**src/fse_pkg.sv**
```systemverilog
// Shared constants for the drive fault and seek error logic
package fse_pkg;

   // ==========================================
   // Clock and timing
   localparam int CLK_KHZ = 100_000;
   localparam int HOLD_MS = 500;
   localparam int RTZ_LIMIT_MS = 1000;
   localparam int SEEK_LIMIT_MS = 65;
   localparam int HOLD_CYC = HOLD_MS * CLK_KHZ;
   localparam int RTZ_CYC = RTZ_LIMIT_MS * CLK_KHZ;
   localparam int SEEK_CYC = SEEK_LIMIT_MS * CLK_KHZ;
   localparam int TMR_W = 28;

   // ==========================================
   // Tag bus command bits
   localparam int BUS_W_DEF = 10;
   localparam int BIT_WRITE_GATE = 0;
   localparam int BIT_READ_GATE = 1;
   localparam int BIT_FAULT_CLEAR = 4;
   localparam int BIT_MARK_SEARCH = 5;
   localparam int BIT_RTZ = 6;
   localparam int HEAD_W = 4;
   localparam logic [9:0] CYL_MAX = 10'h336;
   localparam logic [3:0] HEAD_MAX = 4'h9;

   // ==========================================
   // Processor pulse codes on control lines 1 and 2
   localparam logic [1:0] IOC_IDLE = 2'h0;
   localparam logic [1:0] IOC_FAULT_RESET = 2'h1;
   localparam logic [1:0] IOC_FIRST_SEEK = 2'h2;
   localparam logic [1:0] IOC_SEEK_ERROR = 2'h3;

   // ==========================================
   // Fault latch indices and supervisor limits
   localparam int N_LATCH = 5;
   localparam int L_VOLT = 0;
   localparam int L_OFFCYL = 1;
   localparam int L_WRITE = 2;
   localparam int L_RW = 3;
   localparam int L_FIRST = 4;
   localparam logic [1:0] DROP_LIMIT = 2'h3;
   localparam logic [1:0] GUARD_LIMIT = 2'h3;

   // ==========================================
   // Register map and fields
   localparam logic [3:0] ADDR_CTRL = 4'h0;
   localparam logic [3:0] ADDR_STATUS = 4'h4;
   localparam logic [3:0] ADDR_TARGET = 4'h8;
   localparam int CTRL_WP = 0;
   localparam int ST_FAULT = 5;
   localparam int ST_SEEK_ERR = 6;
   localparam int ST_DISABLE = 7;
   localparam int ST_INHIBIT = 8;
   localparam int ST_ABORT = 9;
   localparam int TGT_HEAD = 16;

endpackage : fse_pkg

```
**src/fse_fault_logic.sv**
```systemverilog
// Fault latches, seek error flip-flop and write interlock of the drive
// Operation
// [RULE1] Any set fault latch drives Fault
// [RULE2] Fault blocks writes, reports write protected
// [RULE3] Tag 3 bus bit 4 resets latches
// [RULE4] Reset clears only latches whose condition ended
// [RULE5] Processor code on lines 1-2 resets latches
// [RULE6] Power-up clears all fault state
// [RULE7] Voltage fault sets latch and drive disable
// [RULE8] Write inhibited during disable plus half second
// [RULE9] Voltage fault also sets seek error
// [RULE10] Gate while off cylinder sets latch
// [RULE11] Unsafe counts only when writing, no mark search
// [RULE12] Write fault or protect-with-gate sets latch
// [RULE13] Bad head faults only on write
// [RULE14] Read and write gates together set latch
// [RULE15] First-seek latch set by processor code
// [RULE16] Load errors raise first-seek fault
// [RULE17] Load aborted until panel clear pressed
// [RULE18] Low speed inhibits write and disables drive
// [RULE19] Cylinder above 822 sets seek error
// [RULE20] Processor code sets seek error
// [RULE21] Slow seek or settle dropouts flag seek error
// [RULE22] Three guard pulses flag seek error
// [RULE23] Seek error reports seek error and end
// [RULE24] Fault resets leave seek error; return to zero clears it
// [RULE25] Distinct single-cycle processor codes
// [RULE26] Master clear empties latches and seek error
//
// Added by the designer: the Wishbone interface to the registers and the address map.
`timescale 1ns/10ps
module fse_fault_logic #(
   parameter int HOLD_CYCLES = fse_pkg::HOLD_CYC, // Write inhibit tail
   parameter int RTZ_CYCLES = fse_pkg::RTZ_CYC, // Load return limit
   parameter int SEEK_CYCLES = fse_pkg::SEEK_CYC, // Normal seek limit
   parameter int BUS_W = fse_pkg::BUS_W_DEF // Tag bus width
) (
   input wire logic MCLK, // Clock
   input wire logic RESETN, // Power-up reset
   input wire logic WB_CYC_I, // Bus cycle
   input wire logic WB_STB_I, // Bus strobe
   input wire logic WB_WE_I, // Write
   input wire logic [3:0] WB_ADR_I, // Byte address
   input wire logic [3:0] WB_SEL_I, // Byte lanes
   input wire logic [31:0] WB_DAT_I, // Write data
   output logic [31:0] WB_DAT_O, // Read data
   output logic WB_ACK_O, // Acknowledge
   input wire logic TAG1, // Cylinder select tag
   input wire logic TAG2, // Head select tag
   input wire logic TAG3, // Control select tag
   input wire logic [BUS_W-1:0] BUS, // Tag bus
   input wire logic IOC1, // Processor control line 1
   input wire logic IOC2, // Processor control line 2
   input wire logic VOLT_FAULT_N, // Supply low
   input wire logic LOW_VCC_N, // Master clear request
   input wire logic SPEED_OK_N, // High when spindle slow
   input wire logic UNSAFE, // Preamp unsafe
   input wire logic ON_CYL, // On cylinder
   input wire logic ON_CYL_SENSE, // Servo on cylinder sense
   input wire logic PANEL_CLEAR, // Panel fault clear switch
   input wire logic LOAD_ACTIVE, // Load in progress
   input wire logic RTZ_PHASE, // Return to zero motion
   input wire logic SEEK_ACTIVE, // Seek in progress
   input wire logic SETTLE, // Settle-in window
   input wire logic GUARD_INNER, // Inner guard band pulse
   input wire logic GUARD_OUTER, // Outer guard band pulse
   output logic FAULT, // Fault line
   output logic WRITE_PROTECTED, // Write protected status
   output logic SEEK_ERROR, // Seek error status
   output logic SEEK_END, // Seek end status
   output logic WRITE_ENABLE_N, // Write enable, low active
   output logic DRIVE_DISABLE, // Servo input removed
   output logic READ_GATE, // Decoded read gate
   output logic WRITE_GATE, // Decoded write gate
   output logic MARK_SEARCH_ENABLE, // Decoded mark search
   output logic LOAD_ABORT, // Load locked out
   output logic [fse_pkg::N_LATCH-1:0] FAULT_LATCHES // Latch states
);
   import fse_pkg::*;

   function automatic logic rise(input logic now, input logic was);
      rise = now & ~was;
   endfunction : rise

   // ==========================================
   // Input synchronisers
   // VOLT_FAULT_N and LOW_VCC_N are inverted first so a reset of zero means idle
   localparam int NIN = 18 + BUS_W;
   logic [NIN-1:0] sync1;
   logic [NIN-1:0] sync2;
   logic [BUS_W-1:0] bus_s;
   logic tag1_s, tag2_s, tag3_s, ioc1_s, ioc2_s;
   logic volt_s, lowvcc_s, slow_s, unsafe_s, oncyl_s, sense_s, panel_s;
   logic load_s, rtzph_s, seek_s, settle_s, gi_s, go_s;

   always_ff @(posedge MCLK) begin
      if (!RESETN) begin
         sync1 <= '0;
         sync2 <= '0;
      end else begin
         sync1 <= {BUS, TAG1, TAG2, TAG3, IOC1, IOC2, ~VOLT_FAULT_N, ~LOW_VCC_N, SPEED_OK_N, UNSAFE,
                   ON_CYL, ON_CYL_SENSE, PANEL_CLEAR, LOAD_ACTIVE, RTZ_PHASE, SEEK_ACTIVE, SETTLE,
                   GUARD_INNER, GUARD_OUTER};
         sync2 <= sync1;
      end
   end

   assign {bus_s, tag1_s, tag2_s, tag3_s, ioc1_s, ioc2_s, volt_s, lowvcc_s, slow_s, unsafe_s,
           oncyl_s, sense_s, panel_s, load_s, rtzph_s, seek_s, settle_s, gi_s, go_s} = sync2;

   // Master clear for the fault state
   logic clr_all;
   assign clr_all = !RESETN || lowvcc_s; // [RULE6] [RULE26]

   // ==========================================
   // Previous samples for edge detection
   logic tag1_q, tag2_q, sense_q, panel_q, gi_q, go_q, volt_q, fc_q, rtz_q;
   logic fc_cmd, rtz_cmd;
   assign fc_cmd = tag3_s & bus_s[BIT_FAULT_CLEAR];
   assign rtz_cmd = tag3_s & bus_s[BIT_RTZ];

   always_ff @(posedge MCLK) begin
      if (!RESETN) begin
         {tag1_q, tag2_q, sense_q, panel_q, gi_q, go_q, volt_q, fc_q, rtz_q} <= '0;
      end else begin
         {tag1_q, tag2_q, sense_q, panel_q} <= {tag1_s, tag2_s, sense_s, panel_s};
         {gi_q, go_q, volt_q, fc_q, rtz_q} <= {gi_s, go_s, volt_s, fc_cmd, rtz_cmd};
      end
   end

   logic fc_pulse, rtz_pulse, panel_pulse, volt_rise;
   assign fc_pulse = rise(fc_cmd, fc_q); // [RULE3]
   assign rtz_pulse = rise(rtz_cmd, rtz_q);
   assign panel_pulse = rise(panel_s, panel_q);
   assign volt_rise = rise(volt_s, volt_q);

   // ==========================================
   // Tag decode: gates follow tag 3, targets latch on tag 1 and 2
   logic rd_gate, wr_gate, mse, cyl_bad;
   logic [BUS_W-1:0] cyl_target;
   logic [HEAD_W-1:0] head;

   always_ff @(posedge MCLK) begin
      if (!RESETN) begin
         rd_gate <= 1'b0;
         wr_gate <= 1'b0;
         mse <= 1'b0;
      end else begin
         rd_gate <= tag3_s & bus_s[BIT_READ_GATE];
         wr_gate <= tag3_s & bus_s[BIT_WRITE_GATE];
         mse <= tag3_s & bus_s[BIT_MARK_SEARCH];
      end
   end

   always_ff @(posedge MCLK) begin
      if (!RESETN) begin
         cyl_target <= '0;
         head <= '0;
         cyl_bad <= 1'b0;
      end else begin
         cyl_bad <= rise(tag1_s, tag1_q) && (bus_s > BUS_W'(CYL_MAX)); // [RULE19]
         if (rise(tag1_s, tag1_q)) begin
            cyl_target <= bus_s;
         end
         if (rise(tag2_s, tag2_q)) begin
            head <= bus_s[HEAD_W-1:0];
         end
      end
   end

   // ==========================================
   // Processor code decoder
   // A code counts once the lines return to idle, so skew as the lines rise is harmless
   logic [1:0] ioc_code, ioc_held;
   logic ioc_reset, ioc_first, ioc_seek;
   assign ioc_code = {ioc2_s, ioc1_s};

   always_ff @(posedge MCLK) begin
      if (!RESETN) begin
         ioc_held <= IOC_IDLE;
         ioc_reset <= 1'b0;
         ioc_first <= 1'b0;
         ioc_seek <= 1'b0;
      end else begin
         ioc_reset <= 1'b0;
         ioc_first <= 1'b0;
         ioc_seek <= 1'b0;
         if (ioc_code != IOC_IDLE) begin
            ioc_held <= ioc_code;
         end else begin
            ioc_held <= IOC_IDLE;
            case (ioc_held)
               IOC_FAULT_RESET: ioc_reset <= 1'b1; // [RULE5] [RULE25]
               IOC_FIRST_SEEK: ioc_first <= 1'b1; // [RULE15] [RULE25]
               IOC_SEEK_ERROR: ioc_seek <= 1'b1; // [RULE20] [RULE25]
               default: ioc_held <= IOC_IDLE;
            endcase
         end
      end
   end

   // ==========================================
   // Load and seek supervisor
   logic [TMR_W-1:0] tmr;
   logic [1:0] drops, guards;
   logic timing, rtz_late, seek_late, drops_hit, guard_hit;
   logic fs_cond, se_cond, se_q, abort, fw_first, fw_seek;
   logic fault;

   assign timing = (load_s & rtzph_s) | (seek_s & ~rtzph_s);
   assign rtz_late = load_s & rtzph_s & (tmr > TMR_W'(RTZ_CYCLES));
   assign seek_late = seek_s & ~rtzph_s & (tmr > TMR_W'(SEEK_CYCLES));
   assign drops_hit = drops >= DROP_LIMIT;
   assign guard_hit = guards >= GUARD_LIMIT;
   assign fs_cond = load_s & (rtz_late | drops_hit | slow_s | fault); // [RULE16]
   assign se_cond = seek_s & (seek_late | drops_hit | guard_hit); // [RULE21] [RULE22]
   assign fw_first = fs_cond & ~abort; // [RULE17]
   assign fw_seek = (se_cond & ~se_q) | volt_rise; // [RULE9]

   always_ff @(posedge MCLK) begin
      if (!RESETN || !timing) begin
         tmr <= '0;
      end else if (tmr != '1) begin
         tmr <= tmr + 1'b1;
      end
   end

   // Counters saturate so a long burst cannot wrap back below the limit
   always_ff @(posedge MCLK) begin
      if (!RESETN || !(load_s || seek_s)) begin
         drops <= '0;
      end else if (settle_s && rise(sense_q, sense_s) && !drops_hit) begin
         drops <= drops + 1'b1;
      end
   end

   always_ff @(posedge MCLK) begin
      if (!RESETN || !seek_s) begin
         guards <= '0;
      end else if (!guard_hit && (rise(gi_s, gi_q) || (!rtzph_s && rise(go_s, go_q)))) begin
         guards <= guards + 1'b1; // [RULE22]
      end
   end

   always_ff @(posedge MCLK) begin
      if (!RESETN) begin
         abort <= 1'b0;
         se_q <= 1'b0;
      end else begin
         se_q <= se_cond;
         if (fs_cond) begin
            abort <= 1'b1; // [RULE17]
         end else if (panel_pulse) begin
            abort <= 1'b0;
         end
      end
   end

   // ==========================================
   // Seek error flip-flop
   logic seek_err, oncyl_eff;
   // Seek error makes the drive count as off cylinder until cleared
   assign oncyl_eff = oncyl_s & ~seek_err; // [RULE24]

   always_ff @(posedge MCLK) begin
      if (clr_all) begin
         seek_err <= 1'b0; // [RULE26]
      end else if (cyl_bad || ioc_seek || fw_seek) begin
         seek_err <= 1'b1; // [RULE19] [RULE20]
      end else if (rtz_pulse) begin
         seek_err <= 1'b0; // [RULE24]
      end
   end

   // ==========================================
   // Write interlock
   logic dis_ff, inhibit, wp_mode, wr_en, bad_head;
   logic [TMR_W-1:0] hold;
   assign inhibit = dis_ff | (hold != '0); // [RULE8]
   assign wr_en = wr_gate & ~fault & ~inhibit & ~wp_mode; // [RULE2] [RULE18]
   assign bad_head = head > HEAD_MAX;

   always_ff @(posedge MCLK) begin
      if (!RESETN) begin
         dis_ff <= 1'b0;
         hold <= '0;
      end else begin
         dis_ff <= volt_s | slow_s; // [RULE7] [RULE18]
         if (dis_ff) begin
            hold <= TMR_W'(HOLD_CYCLES); // [RULE8]
         end else if (hold != '0) begin
            hold <= hold - 1'b1;
         end
      end
   end

   // ==========================================
   // Fault latches
   logic [N_LATCH-1:0] latch, cond, next_latch;
   logic fault_reset;

   always_comb begin
      fault_reset = fc_pulse | ioc_reset | panel_pulse; // [RULE3] [RULE5]
      cond = '0;
      cond[L_VOLT] = volt_s; // [RULE7]
      cond[L_OFFCYL] = ~oncyl_eff & (rd_gate | wr_gate); // [RULE10]
      cond[L_WRITE] = (unsafe_s & wr_en & ~mse) | (wp_mode & wr_gate) | (bad_head & wr_gate); // [RULE11] [RULE12] [RULE13]
      cond[L_RW] = rd_gate & wr_gate; // [RULE14]
      cond[L_FIRST] = ioc_first | fw_first; // [RULE15] [RULE16]
      // A live condition beats the reset, so only ended faults clear
      next_latch = cond | (latch & {N_LATCH{~fault_reset}}); // [RULE4]
   end

   always_ff @(posedge MCLK) begin
      if (clr_all) begin
         latch <= '0; // [RULE6] [RULE26]
         fault <= 1'b0;
      end else begin
         latch <= next_latch;
         fault <= |next_latch; // [RULE1]
      end
   end

   // ==========================================
   // Wishbone slave
   logic [31:0] next_dat;
   logic req;
   assign req = WB_CYC_I & WB_STB_I & ~WB_ACK_O;

   always_comb begin
      next_dat = '0;
      case (WB_ADR_I)
         ADDR_CTRL: next_dat[CTRL_WP] = wp_mode;
         ADDR_STATUS: begin
            next_dat[N_LATCH-1:0] = latch;
            next_dat[ST_FAULT] = fault;
            next_dat[ST_SEEK_ERR] = seek_err;
            next_dat[ST_DISABLE] = dis_ff;
            next_dat[ST_INHIBIT] = inhibit;
            next_dat[ST_ABORT] = abort;
         end
         ADDR_TARGET: begin
            next_dat[BUS_W-1:0] = cyl_target;
            next_dat[TGT_HEAD +: HEAD_W] = head;
         end
         default: next_dat = '0;
      endcase
   end

   always_ff @(posedge MCLK) begin
      if (!RESETN) begin
         WB_ACK_O <= 1'b0;
         WB_DAT_O <= '0;
         wp_mode <= 1'b0;
      end else begin
         WB_ACK_O <= req;
         WB_DAT_O <= req ? next_dat : '0;
         if (req && WB_WE_I && WB_SEL_I[0] && WB_ADR_I == ADDR_CTRL) begin
            wp_mode <= WB_DAT_I[CTRL_WP];
         end
      end
   end

   // ==========================================
   // Status outputs
   always_ff @(posedge MCLK) begin
      if (!RESETN) begin
         {FAULT, WRITE_PROTECTED, SEEK_ERROR, SEEK_END, DRIVE_DISABLE} <= '0;
         {READ_GATE, WRITE_GATE, MARK_SEARCH_ENABLE, LOAD_ABORT} <= '0;
         WRITE_ENABLE_N <= 1'b1;
         FAULT_LATCHES <= '0;
      end else begin
         FAULT <= fault; // [RULE1]
         WRITE_PROTECTED <= fault | wp_mode; // [RULE2]
         SEEK_ERROR <= seek_err; // [RULE23]
         SEEK_END <= seek_err; // [RULE23]
         DRIVE_DISABLE <= dis_ff; // [RULE18]
         WRITE_ENABLE_N <= ~wr_en; // [RULE8]
         READ_GATE <= rd_gate;
         WRITE_GATE <= wr_gate;
         MARK_SEARCH_ENABLE <= mse;
         LOAD_ABORT <= abort;
         FAULT_LATCHES <= latch;
      end
   end

endmodule : fse_fault_logic

```
**config.mk**
```make
export PLATFORM = sky130hd
export DESIGN_NAME = fse_fault_logic
export DESIGN_NICKNAME = d
export VERILOG_FILES = /design/src/fse_pkg.sv /design/src/fse_fault_logic.sv
export SDC_FILE = /design/constraint.sdc
export NUM_CORES = 1
export LEC_CHECK = 0
export BUFFER_PORTS_ARGS = -buffer_cell sky130_fd_sc_hd__buf_2
export CORE_MARGIN = 2
export CORE_UTILIZATION = 45
export CTS_BUF_LIST = sky130_fd_sc_hd__clkbuf_8
export CTS_CLUSTER_SIZE = 30
export DETAILED_ROUTE_END_ITERATION = 6
export PLACE_DENSITY = 0.63
export SYNTH_ARGS = -nofsm -noshare
export SYNTH_HDL_FRONTEND = slang
export SYNTH_SLANG_ARGS = --single-unit
```
**constraint.sdc**
```tcl
create_clock -name MCLK -period 3.5 [get_ports MCLK]
set_clock_uncertainty 0.2 [all_clocks]
set_input_delay 0.35 -clock MCLK [delete_from_list [all_inputs] [get_ports MCLK]]
set_output_delay 0.35 -clock MCLK [all_outputs]
set_load 0.05 [all_outputs]
```
; Yosys cells after proc, flatten, opt, wreduce, memory -nomap -nowiden
; Cells that the tools add are included.
[totals]
ff_bits = 206
inputBits = 73
output_inout_bits = 48
elab_cells = 185
[classes]
n_addsub = 4
n_lt_le_gt_ge = 6
eq_ne = 6
mux = 11
bitwise_logic = 76
n_reduce_logical = 35
[ops]
columns = op, count
row1 = 26-bit 2-to-1 mux, 2
row2 = 1-bit AND, 34
row3 = "28-bit by 1-bit adder with 28-bit output, second input constant", 1
row4 = "28-bit by 23-bit > comparator with 1-bit output, second input constant", 1
row5 = "28-bit by 27-bit > comparator with 1-bit output, second input constant", 1
row6 = "28-bit inequality test, second input constant", 1
row7 = 28-bit nonzero test, 1
row8 = "28-bit by 1-bit subtractor with 28-bit output, second input constant", 1
row9 = 1-bit inverter, 24
row10 = 9-bit one-hot mux with 2 select lines, 1
row11 = 1-bit OR, 16
row12 = "10-bit > comparator, second input constant", 1
row13 = 1-bit logical AND, 8
row14 = 1-bit logical OR, 8
row15 = 2-bit nonzero test, 4
row16 = 1-bit logical NOT, 7
row17 = 1-bit 2-to-1 mux, 7
row18 = 5-bit AND, 1
row19 = 5-bit OR, 1
row20 = 5-bit OR reduction, 1
row21 = "2-bit by 1-bit adder with 2-bit output, second input constant", 2
row22 = "2-bit equality test, second input constant", 2
row23 = "4-bit by 3-bit equality test with 1-bit output, second input constant", 1
row24 = "4-bit equality test, second input constant", 1
row25 = other kinds (8), 11

; Depth between registers and ports, before layout
[depth]
depth_word = 11
mapped_depth = 9
depth_no_buf = 8

; Least setup slack after synthesis
; Ideal clock, no wire load.
[synth_timing]
path_kind = register -> register
start = register hold[2]
end = register hold[20]
setup_ns = 0.115
arrival_ns = 2.083
required_ns = 3.185
slack_ns = 1.103
stages_incl_launch_ff = 7
n_path_buf = 0
synth_period_minus_slack_ns = 2.397
cell_sequence = dfxtp_1 -> or4_4 -> nor4_4 -> nor4b_4 -> nand4_1 -> xnor2_1 -> o21a_1
[synth_via]
elab_chain_len = 3
word_cells_on_any_way = 5
cone_classes = add/sub (1) / mux (2) / reduce/logical (2)
[synth_rtl]
columns = item, line_no
row1 = start: declaration, fse_fault_logic.sv:278  ; logic [TMR_W-1:0] hold;
row2 = start signal: assignment, fse_fault_logic.sv:290  ; hold <= TMR_W'(HOLD_CYCLES);
row3 = start signal: assignment, fse_fault_logic.sv:292  ; hold <= hold - 1'b1;
row4 = 28-bit by 1-bit subtractor with 28-bit output, fse_fault_logic.sv:292
row5 = 26-bit 2-to-1 mux, fse_fault_logic.sv:291  ; end else if (hold != '0) begin
row6 = 26-bit 2-to-1 mux, fse_fault_logic.sv:289  ; if (dis_ff) begin
; Several ways; a longest one is shown, not always the timed one. The select of a mux whose other input is x is not followed.
; A chain may end at the register's enable or synchronous reset.

; Final worst setup path
; Same ends and word-level chain as after synthesis.

==> results by group <==
Setup path
  – CP arrival: 2800 ps
  – Critical Path Start: hold[2]
  – Critical register-to-register path endpoint: hold[20]
  – Reg2Reg Depth: 6
  – Critical path fanouts, max: 7
  – Worst setup EP type: flip-flop
  – Required @ worst endpoint: 3660 ps
  – Reg2Reg Setup Slack: 860 ps
  – Worst r2r src: hold[2]
  – Worst setup SP type: flip-flop
  – Kind of critical path: reg -> reg

Yosys
  – Ys async rst share: 0
  – Simple-gate area share of the yosys netlist: 0.261
  – Mux cell area share after synthesis: 0.0128
  – Synth Flop Type: dfxtp_1
  – Seq cells post-synth: 188
  – Post-synthesis adder-cell area fraction: 0.0107
  – Synth unique cells: 58
  – Synth Area in Compound Gates: 0.0764
  – Post-synth EDFFs: 0
  – Main combinational cell family by area after synthesis: simple AND/OR/NAND/NOR gates
  – Synth warnings: 0
  – Synth Area in XOR/XNOR: 0.0597
  – Mapped Area: 7040 um^2
  – Register area share after synthesis: 0.535
  – Mean Syn Cell Area: 9.53 um^2
  – Mapped Cells: 739

Global route
  – First-pass GRT wire length: 23,500 um
  – GRT overflow: 0
  – Vias in the first global route: 4,957
  – Total GRT Usage: 0.180
  – Largest net degree at the start of global routing: 72
  – Initial antenna violation count: 0

Final layout
  – Antenna Cells: 0
  – Area Overhead vs Synth: 17.3%
  – Nets: 910
  – Share of cells above drive strength 1: 0.135
  – Post-route cell area: 8260 um^2

Timing
  – Max frequency: 378 MHz
  – Tmin final: 2640 ps
  – Slew Viols, Final: 0
  – Setup TNS Final: 0 ps
  – Worst slew pin tran: 1090 ps
  – Setup repair after global routing missed its margin: no
  – Worst relative slew slack: 0.264
  – Post-route clock period utilization: 0.755
  – Final hold vios: 0
  – # setup viols final: 0

Route
  – Initial DRC Count: 326
  – Routed wire length: 14,200 um
  – WL per Instance: 13.5 um
  – Via/cell ratio: 5.02
  – Remaining antenna violation count: 0
  – Drt drc: 0
  – Drt first pass iters: 5
  – Vias: 5,288

Clock network
  – CTS tree: done
  – # H-tree levels: 4
  – Maximum buffer depth of the clock tree: 2
  – CTS Buf Count: 17
  – Clock slew seen by the registers of the worst setup and hold paths: 90 ps
  – Clock Latency Late Sink: 460 ps
  – CTS Sinks: 188
  – Root Driver: clkbuf_8

Run
  – Max cap viols: 0

Floorplan
  – DIE AREA: 16,700 um^2
  – Die height: 129 um
  – I/O pin total: 121
  – CORE AREA: 15,300 um^2
  – Die X-Extent: 129 um
  – Initial Utilization: 0.461
  – # rows: 45

Min path
  – Hold Path Cell Cnt: 4
  – Worst hold path type: in -> reg
  – Hold_sp: WB_WE_I
  – Hold Path End: wp_mode

Placement
  – Port Buf Inserts: 68
  – HPWL Detailed: 9770 um
  – Gpl congestion: 0.894
  – Placed cell area: 7490 um^2

Power
  – P_leak: 3.30 nW
  – Pwr dens: 604 nW/um^2
  – Power Total: 4.99 mW
  – Worst vdd ir: 0.309 mV

Run status
  – Status: completed
sequential cells by signal (all words and copies together), names as in the netlist, 4 cells and up:
register,cells
cyl_target,10
tmr,28
head,4
FAULT_LATCHES,5
hold,28
sync1,28
latch,5
WB_DAT_O,14
sync2,28
worst max-delay path by stage:
stage          cells past startpoint       end  slack (ps)
2_1_floorplan                      6  hold[20]        1100
4_1_cts                            6  hold[20]         860
3_3_place_gp                       6  hold[20]         900
6_report                           6  hold[20]         860
5_1_grt                            6    tmr[5]         710
3_5_place_dp                       6  hold[20]         880
cells in the mapped netlist, drive strengths merged (16+ instances only):
library cell	count	share of area
buf	22	0.022
a21oi	37	0.026
clkbuf	27	0.014
dfxtp	188	0.53
nand4	17	0.015
nor3	20	0.014
nor2	83	0.045
xnor2	16	0.020
nand3	21	0.015
xor2	32	0.040
and2	78	0.069
nand2	55	0.029
layout make-up:
class                   count  area, um^2
fillers                  1342        7000
flip-flops and latches    188        3760
multi-input cells         504        3030
repair buffers            105         698
well taps                 211         264
clock buffers              17         234
clock inverters            14         216
inverters                  15        56.3
repair_timing:
item                      in CTS  in global routing
buffers inserted               0                  0
hold buffers                  32                  0
hold endpoints to repair      31                  0
resized for setup              0                  0
layout by cell type, fill, tap and decap left out, types with 4 or more instances in the layout:
cell,n
ha_1,6
clkbuf_8,17
nor3_1,20
xnor2_1,16
nor2b_1,5
a22o_1,8
mux2i_1,9
a31oi_1,7
buf_4,5
nor3b_1,4
nand2b_1,5
o21ai_0,14
dfxtp_1,188
bufinv_16,5
nand2_1,55
inv_6,4
nor2_1,82
buf_2,68
nand4b_1,5
dlygate4sd3_1,32
or3_1,9
and3_1,7
inv_1,16
and2_1,78
nor4_1,9
nand4_1,17
a21oi_1,37
nand3_1,21
xor2_1,32
conb_1,18
report_power, final:
part           internal, mW  leakage [nW]  switching [mW]
clock                 0.850         0.221           0.751
combinational         0.414          1.55           0.535
sequential             2.30          1.53           0.141
critical path: stages (launching register included):
cell and delay [ps]:
dfxtp_1 350, or4_4 580, nor4_4 520, nor4b_4 410
nand4_1 160, xnor2_1 160, o21a_1 160
metal layers:
metal  routed length, um  GRT usage  up-vias
met5                   0          0        -
met1                6420      0.224     2496
li1                    -          -     2647
met3                 529     0.0384       19
met4                 229     0.0774        0
met2                7070      0.303      126
cell families (layout without fill, tap and decap cells):
family / after synthesis / in the layout
AND/OR/NAND/NOR: 337 / 337
flip-flops: 188 / 188
AO/OA/AOI/OAI: 86 / 86
buffers and inverters: 64 / 151
XOR/XNOR: 48 / 48
multiplexers: 9 / 9
adder cells (fa/ha/maj): 6 / 6
other: 1 / 18
metrics by stage:
stage,hold WS [ps],worst slack (ps),std cells,utilization
final,41.5,856,1054,0.541
after global routing,28.8,713,1054,0.541
after CTS,16.4,864,1054,0.541
after detailed placement,218,885,991,0.491
after global placement,211,897,991,0.491
after floorplan,202,1100,756,-
Note: power is estimated with default switching activity, not from simulation.
